[src/cimb_map.svh]
// Address map, field positions and codes of the CAN interrupt mask bank.
// Assumes inclusion by bare name from the package and from each module.
`ifndef CIMB_MAP_SVH
`define CIMB_MAP_SVH

// Bus widths
`define CIMB_AW            12
`define CIMB_DW            32

// Register byte offsets
`define CIMB_OFS_MODE      12'h000
`define CIMB_OFS_IESET     12'h004
`define CIMB_OFS_IECLR     12'h008
`define CIMB_OFS_IESTATE   12'h00C
`define CIMB_OFS_STATUS    12'h010

// Source bit positions
`define CIMB_BIT_MBOX_LO   0
`define CIMB_BIT_MBOX_HI   7
`define CIMB_BIT_ERRACT    16
`define CIMB_BIT_SLEEP     20
`define CIMB_BIT_WAKE      21
`define CIMB_BIT_STAT_HI   23
`define CIMB_BIT_FAULT_LO  24
`define CIMB_BIT_FAULT_HI  28
`define CIMB_SRC_MASK      32'h1FFF00FF
`define CIMB_RESET_WORD    32'h00000000

// Receive synchronizer select field and codes
`define CIMB_RXS_LSB       24
`define CIMB_RXS_MSB       25
`define CIMB_RXS_LANE      3
`define CIMB_RXS_TWO_POS   2'h0
`define CIMB_RXS_POS_NEG   2'h1
`define CIMB_RXS_ONE_POS   2'h2
`define CIMB_RXS_BYPASS    2'h3

// Bus response codes
`define CIMB_RESP_OKAY     2'h0
`define CIMB_RESP_SLVERR   2'h2

`endif

[src/cimb_pkg.sv]
// Types shared by the CAN interrupt mask bank modules.
// Assumes the map header sits in the include path.
`include "cimb_map.svh"

package cimb_pkg;

	typedef enum logic [1:0] {
		CIMB_W_COLLECT = 2'b00,
		CIMB_W_EXEC    = 2'b01,
		CIMB_W_RESP    = 2'b10
	} cimb_wstate_e;

	typedef enum logic [1:0] {
		CIMB_R_IDLE = 2'b00,
		CIMB_R_EXEC = 2'b01,
		CIMB_R_RESP = 2'b10
	} cimb_rstate_e;

	// Register write request, valid for one cycle
	typedef struct packed {
		logic                valid;
		logic [`CIMB_AW-1:0] addr;
		logic [`CIMB_DW-1:0] data;
		logic [3:0]          strb;
	} cimb_wreq_s;

	// Register read request, valid for one cycle
	typedef struct packed {
		logic                valid;
		logic [`CIMB_AW-1:0] addr;
	} cimb_rreq_s;

	// Read answer from the register decode
	typedef struct packed {
		logic [`CIMB_DW-1:0] data;
		logic                err;
	} cimb_rans_s;

	// Byte strobes widened to a bit mask
	function automatic logic [`CIMB_DW-1:0] cimb_lane_mask(input logic [3:0] s);
		cimb_lane_mask = {{8{s[3]}}, {8{s[2]}}, {8{s[1]}}, {8{s[0]}}};
	endfunction

endpackage

[src/cimb_rx_sync.sv]
// Selectable conditioning stage for the CAN receive pin.
// Assumes the select comes from a register on clk_sys.
`timescale 1ns/1ps

module cimb_rx_sync
	import cimb_pkg::*;
(
	// Clock and reset
	input  wire logic       clk_sys,
	input  wire logic       rstn,
	// Control
	input  wire logic [1:0] sel,
	// Pin and result
	input  wire logic       rx_pin,
	output logic            rx_out
);
	`include "cimb_map.svh"

	logic pos1_r;
	logic pos2_r;
	logic neg2_r;

	// Rising edge stages; idle CAN level is recessive high
	always_ff @(posedge clk_sys or negedge rstn) begin
		if (!rstn) begin
			pos1_r <= 1'b1;
			pos2_r <= 1'b1;
		end else begin
			pos1_r <= rx_pin;
			pos2_r <= pos1_r;
		end
	end

	// Falling edge stage trades half a cycle of latency for settling time
	always_ff @(negedge clk_sys or negedge rstn) begin
		if (!rstn) begin
			neg2_r <= 1'b1;
		end else begin
			neg2_r <= pos1_r;
		end
	end

	// Stage choice; debug modes give up metastability protection
	always_comb begin
		case (sel)
			`CIMB_RXS_TWO_POS: rx_out = pos2_r;
			`CIMB_RXS_POS_NEG: rx_out = neg2_r;
			`CIMB_RXS_ONE_POS: rx_out = pos1_r;
			default:           rx_out = rx_pin;
		endcase
	end

endmodule

[src/cimb_axil_port.sv]
// AXI4-Lite slave front end: turns bus transfers into one-cycle requests.
// Assumes the register decode answers reads and writes in the request cycle.
`timescale 1ns/1ps

module cimb_axil_port
	import cimb_pkg::*;
(
	// Clock and reset
	input  wire logic                clk_sys,
	input  wire logic                rstn,
	// Write address and data
	input  wire logic [`CIMB_AW-1:0] s_axi_awaddr,
	input  wire logic                s_axi_awvalid,
	output logic                     s_axi_awready,
	input  wire logic [`CIMB_DW-1:0] s_axi_wdata,
	input  wire logic [3:0]          s_axi_wstrb,
	input  wire logic                s_axi_wvalid,
	output logic                     s_axi_wready,
	// Write response
	output logic [1:0]               s_axi_bresp,
	output logic                     s_axi_bvalid,
	input  wire logic                s_axi_bready,
	// Read address and data
	input  wire logic [`CIMB_AW-1:0] s_axi_araddr,
	input  wire logic                s_axi_arvalid,
	output logic                     s_axi_arready,
	output logic [`CIMB_DW-1:0]      s_axi_rdata,
	output logic [1:0]               s_axi_rresp,
	output logic                     s_axi_rvalid,
	input  wire logic                s_axi_rready,
	// Register side
	output cimb_wreq_s               wreq,
	input  wire logic                wr_err,
	output cimb_rreq_s               rreq,
	input  cimb_rans_s               rans
);
	`include "cimb_map.svh"

	typedef struct packed {
		cimb_wstate_e        wst;
		logic                have_aw;
		logic                have_w;
		logic [`CIMB_AW-1:0] waddr;
		logic [`CIMB_DW-1:0] wdata;
		logic [3:0]          wstrb;
		logic                awready;
		logic                wready;
		logic                bvalid;
		logic [1:0]          bresp;
		cimb_rstate_e        rst;
		logic [`CIMB_AW-1:0] raddr;
		logic                arready;
		logic                rvalid;
		logic [`CIMB_DW-1:0] rdata;
		logic [1:0]          rresp;
	} cimb_port_s;

	cimb_port_s q_r;
	cimb_port_s q_nxt;

	// Both channel sequencers; address and data may come in either order
	always_comb begin
		q_nxt = q_r;
		case (q_r.wst)
			CIMB_W_COLLECT: begin
				if (s_axi_awvalid && q_r.awready) begin
					q_nxt.waddr   = s_axi_awaddr;
					q_nxt.have_aw = 1'b1;
				end
				if (s_axi_wvalid && q_r.wready) begin
					q_nxt.wdata  = s_axi_wdata;
					q_nxt.wstrb  = s_axi_wstrb;
					q_nxt.have_w = 1'b1;
				end
				if (q_nxt.have_aw && q_nxt.have_w) begin
					q_nxt.wst = CIMB_W_EXEC;
				end
			end
			CIMB_W_EXEC: begin
				q_nxt.bvalid = 1'b1;
				q_nxt.bresp  = wr_err ? `CIMB_RESP_SLVERR : `CIMB_RESP_OKAY;
				q_nxt.wst    = CIMB_W_RESP;
			end
			CIMB_W_RESP: begin
				if (s_axi_bready) begin
					q_nxt.bvalid  = 1'b0;
					q_nxt.have_aw = 1'b0;
					q_nxt.have_w  = 1'b0;
					q_nxt.wst     = CIMB_W_COLLECT;
				end
			end
			default: q_nxt.wst = CIMB_W_COLLECT;
		endcase
		case (q_r.rst)
			CIMB_R_IDLE: begin
				if (s_axi_arvalid && q_r.arready) begin
					q_nxt.raddr = s_axi_araddr;
					q_nxt.rst   = CIMB_R_EXEC;
				end
			end
			CIMB_R_EXEC: begin
				q_nxt.rvalid = 1'b1;
				q_nxt.rdata  = rans.data;
				q_nxt.rresp  = rans.err ? `CIMB_RESP_SLVERR : `CIMB_RESP_OKAY;
				q_nxt.rst    = CIMB_R_RESP;
			end
			CIMB_R_RESP: begin
				if (s_axi_rready) begin
					q_nxt.rvalid = 1'b0;
					q_nxt.rst    = CIMB_R_IDLE;
				end
			end
			default: q_nxt.rst = CIMB_R_IDLE;
		endcase
		// Readies are registered from the next state, so they drop on the same edge that takes a channel
		q_nxt.awready = (q_nxt.wst == CIMB_W_COLLECT) && !q_nxt.have_aw;
		q_nxt.wready  = (q_nxt.wst == CIMB_W_COLLECT) && !q_nxt.have_w;
		q_nxt.arready = (q_nxt.rst == CIMB_R_IDLE);
	end

	// State register
	always_ff @(posedge clk_sys or negedge rstn) begin
		if (!rstn) begin
			q_r <= '0;
		end else begin
			q_r <= q_nxt;
		end
	end

	// Bus outputs and one-cycle requests
	assign s_axi_awready = q_r.awready;
	assign s_axi_wready  = q_r.wready;
	assign s_axi_bvalid  = q_r.bvalid;
	assign s_axi_bresp   = q_r.bresp;
	assign s_axi_arready = q_r.arready;
	assign s_axi_rvalid  = q_r.rvalid;
	assign s_axi_rdata   = q_r.rdata;
	assign s_axi_rresp   = q_r.rresp;
	assign wreq          = '{valid: (q_r.wst == CIMB_W_EXEC), addr: q_r.waddr, data: q_r.wdata, strb: q_r.wstrb};
	assign rreq          = '{valid: (q_r.rst == CIMB_R_EXEC), addr: q_r.raddr};

endmodule

[src/cimb_top.sv]
// Interrupt enable, disable and mask bank of a CAN controller, with
// sticky event status, one interrupt line and receive pin conditioning.
// Assumes source flags come from controller logic on clk_sys.
//
// Design decisions made here: the placing of the registers and the AXI4-Lite slave port.
`timescale 1ns/1ps

module cimb_top
	import cimb_pkg::*;
(
	// Clock and reset
	input  wire logic                clk_sys,
	input  wire logic                rstn,
	// AXI4-Lite write channels
	input  wire logic [`CIMB_AW-1:0] s_axi_awaddr,
	input  wire logic                s_axi_awvalid,
	output logic                     s_axi_awready,
	input  wire logic [`CIMB_DW-1:0] s_axi_wdata,
	input  wire logic [3:0]          s_axi_wstrb,
	input  wire logic                s_axi_wvalid,
	output logic                     s_axi_wready,
	output logic [1:0]               s_axi_bresp,
	output logic                     s_axi_bvalid,
	input  wire logic                s_axi_bready,
	// AXI4-Lite read channels
	input  wire logic [`CIMB_AW-1:0] s_axi_araddr,
	input  wire logic                s_axi_arvalid,
	output logic                     s_axi_arready,
	output logic [`CIMB_DW-1:0]      s_axi_rdata,
	output logic [1:0]               s_axi_rresp,
	output logic                     s_axi_rvalid,
	input  wire logic                s_axi_rready,
	// Controller source flags, same layout as the mask
	input  wire logic [`CIMB_DW-1:0] source_flags,
	// Receive pin and its conditioned copy
	input  wire logic                can_rx_pin,
	output logic                     rx_conditioned,
	// Interrupt request, level
	output logic                     irq
);
	`include "cimb_map.svh"

	typedef struct packed {
		logic [`CIMB_DW-1:0] mask;
		logic [`CIMB_DW-1:0] status;
		logic [1:0]          rxsel;
		logic                irq;
	} cimb_bank_s;

	cimb_bank_s          st_r;
	cimb_bank_s          st_nxt;
	cimb_wreq_s          wreq;
	cimb_rreq_s          rreq;
	cimb_rans_s          rans;
	logic                wr_err;
	logic [`CIMB_DW-1:0] wr_bits;
	logic                sr_read;

	// Bus front end
	cimb_axil_port u_port (
		.clk_sys       (clk_sys),
		.rstn          (rstn),
		.s_axi_awaddr  (s_axi_awaddr),
		.s_axi_awvalid (s_axi_awvalid),
		.s_axi_awready (s_axi_awready),
		.s_axi_wdata   (s_axi_wdata),
		.s_axi_wstrb   (s_axi_wstrb),
		.s_axi_wvalid  (s_axi_wvalid),
		.s_axi_wready  (s_axi_wready),
		.s_axi_bresp   (s_axi_bresp),
		.s_axi_bvalid  (s_axi_bvalid),
		.s_axi_bready  (s_axi_bready),
		.s_axi_araddr  (s_axi_araddr),
		.s_axi_arvalid (s_axi_arvalid),
		.s_axi_arready (s_axi_arready),
		.s_axi_rdata   (s_axi_rdata),
		.s_axi_rresp   (s_axi_rresp),
		.s_axi_rvalid  (s_axi_rvalid),
		.s_axi_rready  (s_axi_rready),
		.wreq          (wreq),
		.wr_err        (wr_err),
		.rreq          (rreq),
		.rans          (rans)
	);

	// Receive conditioning; the debug codes bypass the usual two-stage guard
	cimb_rx_sync u_rx (
		.clk_sys (clk_sys),
		.rstn    (rstn),
		.sel     (st_r.rxsel),
		.rx_pin  (can_rx_pin),
		.rx_out  (rx_conditioned)
	);

	// Written bits after byte strobes, reserved positions dropped
	assign wr_bits = wreq.data & cimb_lane_mask(wreq.strb) & `CIMB_SRC_MASK;
	assign sr_read = rreq.valid && (rreq.addr == `CIMB_OFS_STATUS);

	// Read decode; write-only ports read as zero, unmapped words give SLVERR
	always_comb begin
		rans = '{data: `CIMB_RESET_WORD, err: 1'b0};
		case (rreq.addr)
			`CIMB_OFS_MODE:    rans.data = `CIMB_RESET_WORD;
			`CIMB_OFS_IESET:   rans.data = `CIMB_RESET_WORD;
			`CIMB_OFS_IECLR:   rans.data = `CIMB_RESET_WORD;
			`CIMB_OFS_IESTATE: rans.data = st_r.mask;
			`CIMB_OFS_STATUS:  rans.data = st_r.status;
			default:           rans.err  = 1'b1;
		endcase
	end

	// Write decode; read-only words accept and ignore data
	always_comb begin
		case (wreq.addr)
			`CIMB_OFS_MODE,
			`CIMB_OFS_IESET,
			`CIMB_OFS_IECLR,
			`CIMB_OFS_IESTATE,
			`CIMB_OFS_STATUS: wr_err = 1'b0;
			default:          wr_err = 1'b1;
		endcase
	end

	// Next bank state
	always_comb begin
		st_nxt = st_r;
		// Read clears status, but a flag high in the same cycle sets it again
		st_nxt.status = (sr_read ? `CIMB_RESET_WORD : st_r.status) | (source_flags & `CIMB_SRC_MASK);
		if (wreq.valid) begin
			case (wreq.addr)
				`CIMB_OFS_IESET: st_nxt.mask = st_r.mask | wr_bits;
				`CIMB_OFS_IECLR: st_nxt.mask = st_r.mask & ~wr_bits;
				`CIMB_OFS_MODE: begin
					if (wreq.strb[`CIMB_RXS_LANE]) begin
						st_nxt.rxsel = wreq.data[`CIMB_RXS_MSB:`CIMB_RXS_LSB];
					end
				end
				default: st_nxt.mask = st_r.mask;
			endcase
		end
		st_nxt.irq = |(st_nxt.status & st_nxt.mask);
	end

	// Bank register
	always_ff @(posedge clk_sys or negedge rstn) begin
		if (!rstn) begin
			st_r <= '0;
		end else begin
			st_r <= st_nxt;
		end
	end

	assign irq = st_r.irq;
endmodule

[config.mk]
export PLATFORM = sky130hd
export DESIGN_NAME = cimb_top
export DESIGN_NICKNAME = d
export VERILOG_FILES = /design/src/cimb_pkg.sv /design/src/cimb_rx_sync.sv /design/src/cimb_axil_port.sv /design/src/cimb_top.sv
export VERILOG_INCLUDE_DIRS = /design/src
export SDC_FILE = /design/constraint.sdc
export NUM_CORES = 1
export LEC_CHECK = 0
export ABC_AREA = 1
export ABC_CLOCK_PERIOD_IN_PS = 2720
export BUFFER_PORTS_ARGS = -buffer_cell sky130_fd_sc_hd__buf_2
export CAP_MARGIN = 10
export CORE_ASPECT_RATIO = 0.5
export CORE_MARGIN = 5
export CORE_UTILIZATION = 61
export DETAILED_ROUTE_END_ITERATION = 8
export HOLD_SLACK_MARGIN = 0.06
export MAX_ROUTING_LAYER = met4
export PLACE_DENSITY = 0.89
export SLEW_MARGIN = 20
export SYNTH_ARGS = -nofsm -noshare
export SYNTH_HDL_FRONTEND = slang
export SYNTH_HIERARCHICAL = 1
export SYNTH_SLANG_ARGS = --single-unit
[constraint.sdc]
create_clock -name clk_sys -period 2.72 [get_ports clk_sys]
set_clock_uncertainty 0.05 [all_clocks]
set_input_delay 0.544 -clock clk_sys [delete_from_list [all_inputs] [get_ports clk_sys]]
set_output_delay 0.544 -clock clk_sys [all_outputs]
set_load 0.02 [all_outputs]
Word level (Yosys, flattened, before mapping)

Index checks and enable logic that the tools add are counted.

Bits of input ports: 100
Output and inout port bits: 43
Register bits: 174

Mux-type cells: 22
Equal/unequal tests: 16
Reduce and logical (&&, ||, !) cells: 27
Bitwise gates (word level): 6

Operator list:

| kind                  | count |
|---|---|
| $pmux W32 S2          | 2 |
| $and A32 B32 Y32      | 2 |
| $mux W32              | 2 |
| $or A32 B29 Y32       | 2 |
| $eq A12 B4 Y1 const B | 4 |
| $not A29 Y32          | 1 |
| $reduce_or A32 Y1     | 1 |
| $and A29 B29 Y29      | 1 |
| $eq A12 B3 Y1 const B | 2 |
| $eq A12 B5 Y1 const B | 2 |
| $logic_not A12 Y1     | 2 |
| $mux W14              | 1 |
| $pmux W2 S3           | 2 |
| $logic_not A2 Y1      | 5 |
| $reduce_and A2 Y1     | 5 |
| $reduce_or A5 Y1      | 2 |
| $mux W2               | 4 |
| $logic_and A1 B1 Y1   | 7 |
| $eq A2 B1 Y1 const B  | 3 |
| $eq A2 B2 Y1 const B  | 3 |
| $mux W1               | 6 |
| $mux W4               | 1 |
| $ne A2 B2 Y1 const B  | 2 |
| $pmux W1 S2           | 2 |
| 5 further kinds       | 7 |

Logic depth before layout (Yosys ltp)

Depth after elaboration: 8
Depth in mapped cells: 14
Mapped depth without buffers: 14

Hierarchy

Netlist, hierarchy kept.

Modules (own cells, without submodules):

| module         | cells an instance | times used | sequential area each (sq um) | area each (sq um) |
|---|---|---|---|---|
| cimb_axil_port | 551               | 1          | 2627.5                       | 4956.0 |
| cimb_top       | 373               | 1          | 1126.1                       | 2667.6 |
| cimb_rx_sync   | 17                | 1          | 78.8                         | 133.9 |

==> results by group <==
Outcome
  – Outcome: finished with violations
  – Failing checks: negative setup slack

Clocking
  – Post-CTS Hold Buffers: 0
  – Clock Sinks: ~140
  – Post-CTS setup buffers: 0
  – Worst skew pair latency: between 0.4 and 0.5 ns
  – CTS Buf Count: 17
  – Htree depth: 4
  – Worst-case clock buffer depth: 2
  – CTS tree: yes
  – Worst-path clk slew: ~0.060 ns
  – Root buffer cell: clkbuf_16

Die
  – Die Y: 86.67 um
  – Core box area: 0.01167 mm2
  – Cell Rows: 28
  – Starting Density: 61.48%
  – Chip Width: 163.3 um
  – Die area: ~0.014 mm2
  – Io pins: between 100 and 150

STA
  – RSZ-0062 raised after global routing: true
  – Final setup fails: 1
  – Final Hold Viols: 0
  – Worst slew margin: 36.34%
  – Worst Slack Setup Final: -0.5174 ns
  – Final setup TNS: -0.5174 ns
  – Slew Limit Fails: 0
  – Least-Margin Pin Slew: around 0.95 ns

Placed design
  – Gpl congestion: between 0.8 and 0.9
  – DP Worst Slack: -0.1170 ns
  – Area post-placement: ~0.0072 mm2
  – Post-DP HPWL: 10810 um
  – IO buf count: 117

Power and ir drop
  – Sw Share: between 30% and 40%
  – Net Sw Power: between 0.002 and 0.003 W
  – Worst VDD drop: between 0.0005 and 0.0006 V
  – Pint: 0.004957 W
  – PwrDens: between 900 and 1000 mW/mm2
  – Leakage: 4.443 nW
  – Share of power burned in the clock network: around 33%
  – Sequential power share: 39.5%
  – Logic pwr share: approximately 27%

GRT
  – Largest net degree at the start of global routing: 79
  – First-pass GRT wire length: about 26000 um
  – Initial antenna violation count: 0
  – Vias in the first global route: 5415
  – GR Overflow Total: 0
  – Gr usage total: a little under a quarter

Route
  – Drt wl/cell: between 10 and 15 um
  – Initial DRC count: 534
  – Vias after detailed routing: roughly 5.4k
  – DRT Pass-1 Iters: 5
  – Vias per inst: 4.932
  – Drt total wl: ~16000 um
  – Remaining antenna violation count after routing: 0
  – # DRC: 0

Setup path
  – R2r startpoint: u_port/q_r[105]
  – Worst setup startpoint: u_rx/neg2_r
  – CP Data Required Time: about 2.1 ns
  – Critical path class: flip-flop to output port
  – Crit path DAT: between 2 and 3 ns
  – Worst-path fanout max: 1
  – Element type at the critical path start: flip-flop
  – Crit. End Element: output port

Run
  – Max Cap Viol: 0

Hold path
  – Hold Crit Start: can_rx_pin
  – Worst min path class: input pin to flip-flop

Yosys
  – Cells after Synth: between 800 and 900
  – Mapped cell area: between 0.007 and 0.008 mm2
  – Synth warn: 6
  – Mapped Avg Cell Area: 8.141 um2

Finish
  – Fin nets: about 1.0k
  – Area growth from synthesis to layout: 10.14%
  – Fraction of layout cells with a size suffix above 1: 23.37%
  – ANT cells: 0
  – Fin area: between 0.007 and 0.008 mm2
-- repair_timing --
action | in CTS | in global routing
gates resized for setup | 3 | 2
hold endpoints to repair | 0 | 0
pin swaps | 2 | 1
endpoints found under the setup margin | 1 | 1
-- path summary, 6_finish.rpt --
path | end | slack (ns) | cells after the start
setup / recovery | rx_conditioned | -0.52 | 5
hold / removal | u_rx/pos1_r | 0.18 | 1
setup reg to reg | irq | 0.52 | 13
hold reg to reg | u_rx/pos2_r | 0.32 | 0
max in group asynchronous | u_rx/neg2_r | 1.23 | 1
min in group asynchronous | u_port/wreq[28] | 0.28 | 2
-- power groups by stage --
stage                     combinational [W]  sequential [W]    clock, W
after CTS                           0.00210         0.00300     0.00256
after floorplan                     0.00223         0.00296  0.00000460
after global placement              0.00200         0.00300  0.00000460
after global routing                0.00236         0.00308     0.00266
final                               0.00209         0.00301     0.00252
after detailed placement            0.00208         0.00303  0.00000460
-- sequential cells by signal, summed over array words and instances, names as in the netlist, 6 cells and up --
| signal | count |
|---|---|
| u_port/rreq | 12 |
| u_port/wreq | 36 |
| u_port/q_r | 6 |
| u_port/s_axi_rdata | 32 |
| st_r | 44 |
-- layout make-up --
cell class,count,area [um2]
Sequential cell,141,3532
Multi-Input combinational cell,527,2441
Timing Repair Buffer,124,650.6
Tap cell,165,206.4
Clock buffer,22,484.2
Inverter,112,420.4
Clock inverter,11,163.9
Fill cell,901,3767
-- metrics by stage --
stage	hold slack, ns	util, %	std cells	total power, W
floorplan	0.1984	-	892	0.005188
global placement	0.3124	62.07	1070	0.004998
detailed placement	0.3189	62.07	1070	0.005117
CTS	0.1734	67.64	1102	0.007665
global route	0.1749	67.71	1102	0.008094
finish	0.1818	67.71	1102	0.007624
-- critical path, cell delays in order, from the launching register on --
cell     delay [ns]
dfstp_2        0.52
inv_2          0.03
nand2_2        0.05
nand3_2        0.06
nand2_2        0.07
buf_6          0.11
-- metal layers --
| metal | part of all wire (%) | vias up | global-route usage [%] |
|---|---|---|---|
| met5 | 0 | - | - |
| met4 | 2.2 | 0 | 9.741 |
| met3 | 6.3 | 39 | 4.276 |
| met2 | 45 | 242 | 36.09 |
| met1 | 46 | 2485 | 32.69 |
| li1 | - | 2669 | - |
-- cells in the final DEF, fill, tap and decap left out, drive strengths merged, types with 2 or more instances in the layout --
cell type  instances
nand4              6
o22ai              7
conb              13
buf              124
bufinv             4
clkinv             5
nand2            339
dfstp              3
o21ai             52
clkbuf            22
o21bai             7
nand3             49
inv              113
mux2i              2
dfrtp            138
nor2              47
Note: power is estimated with default switching activity, not from simulation.
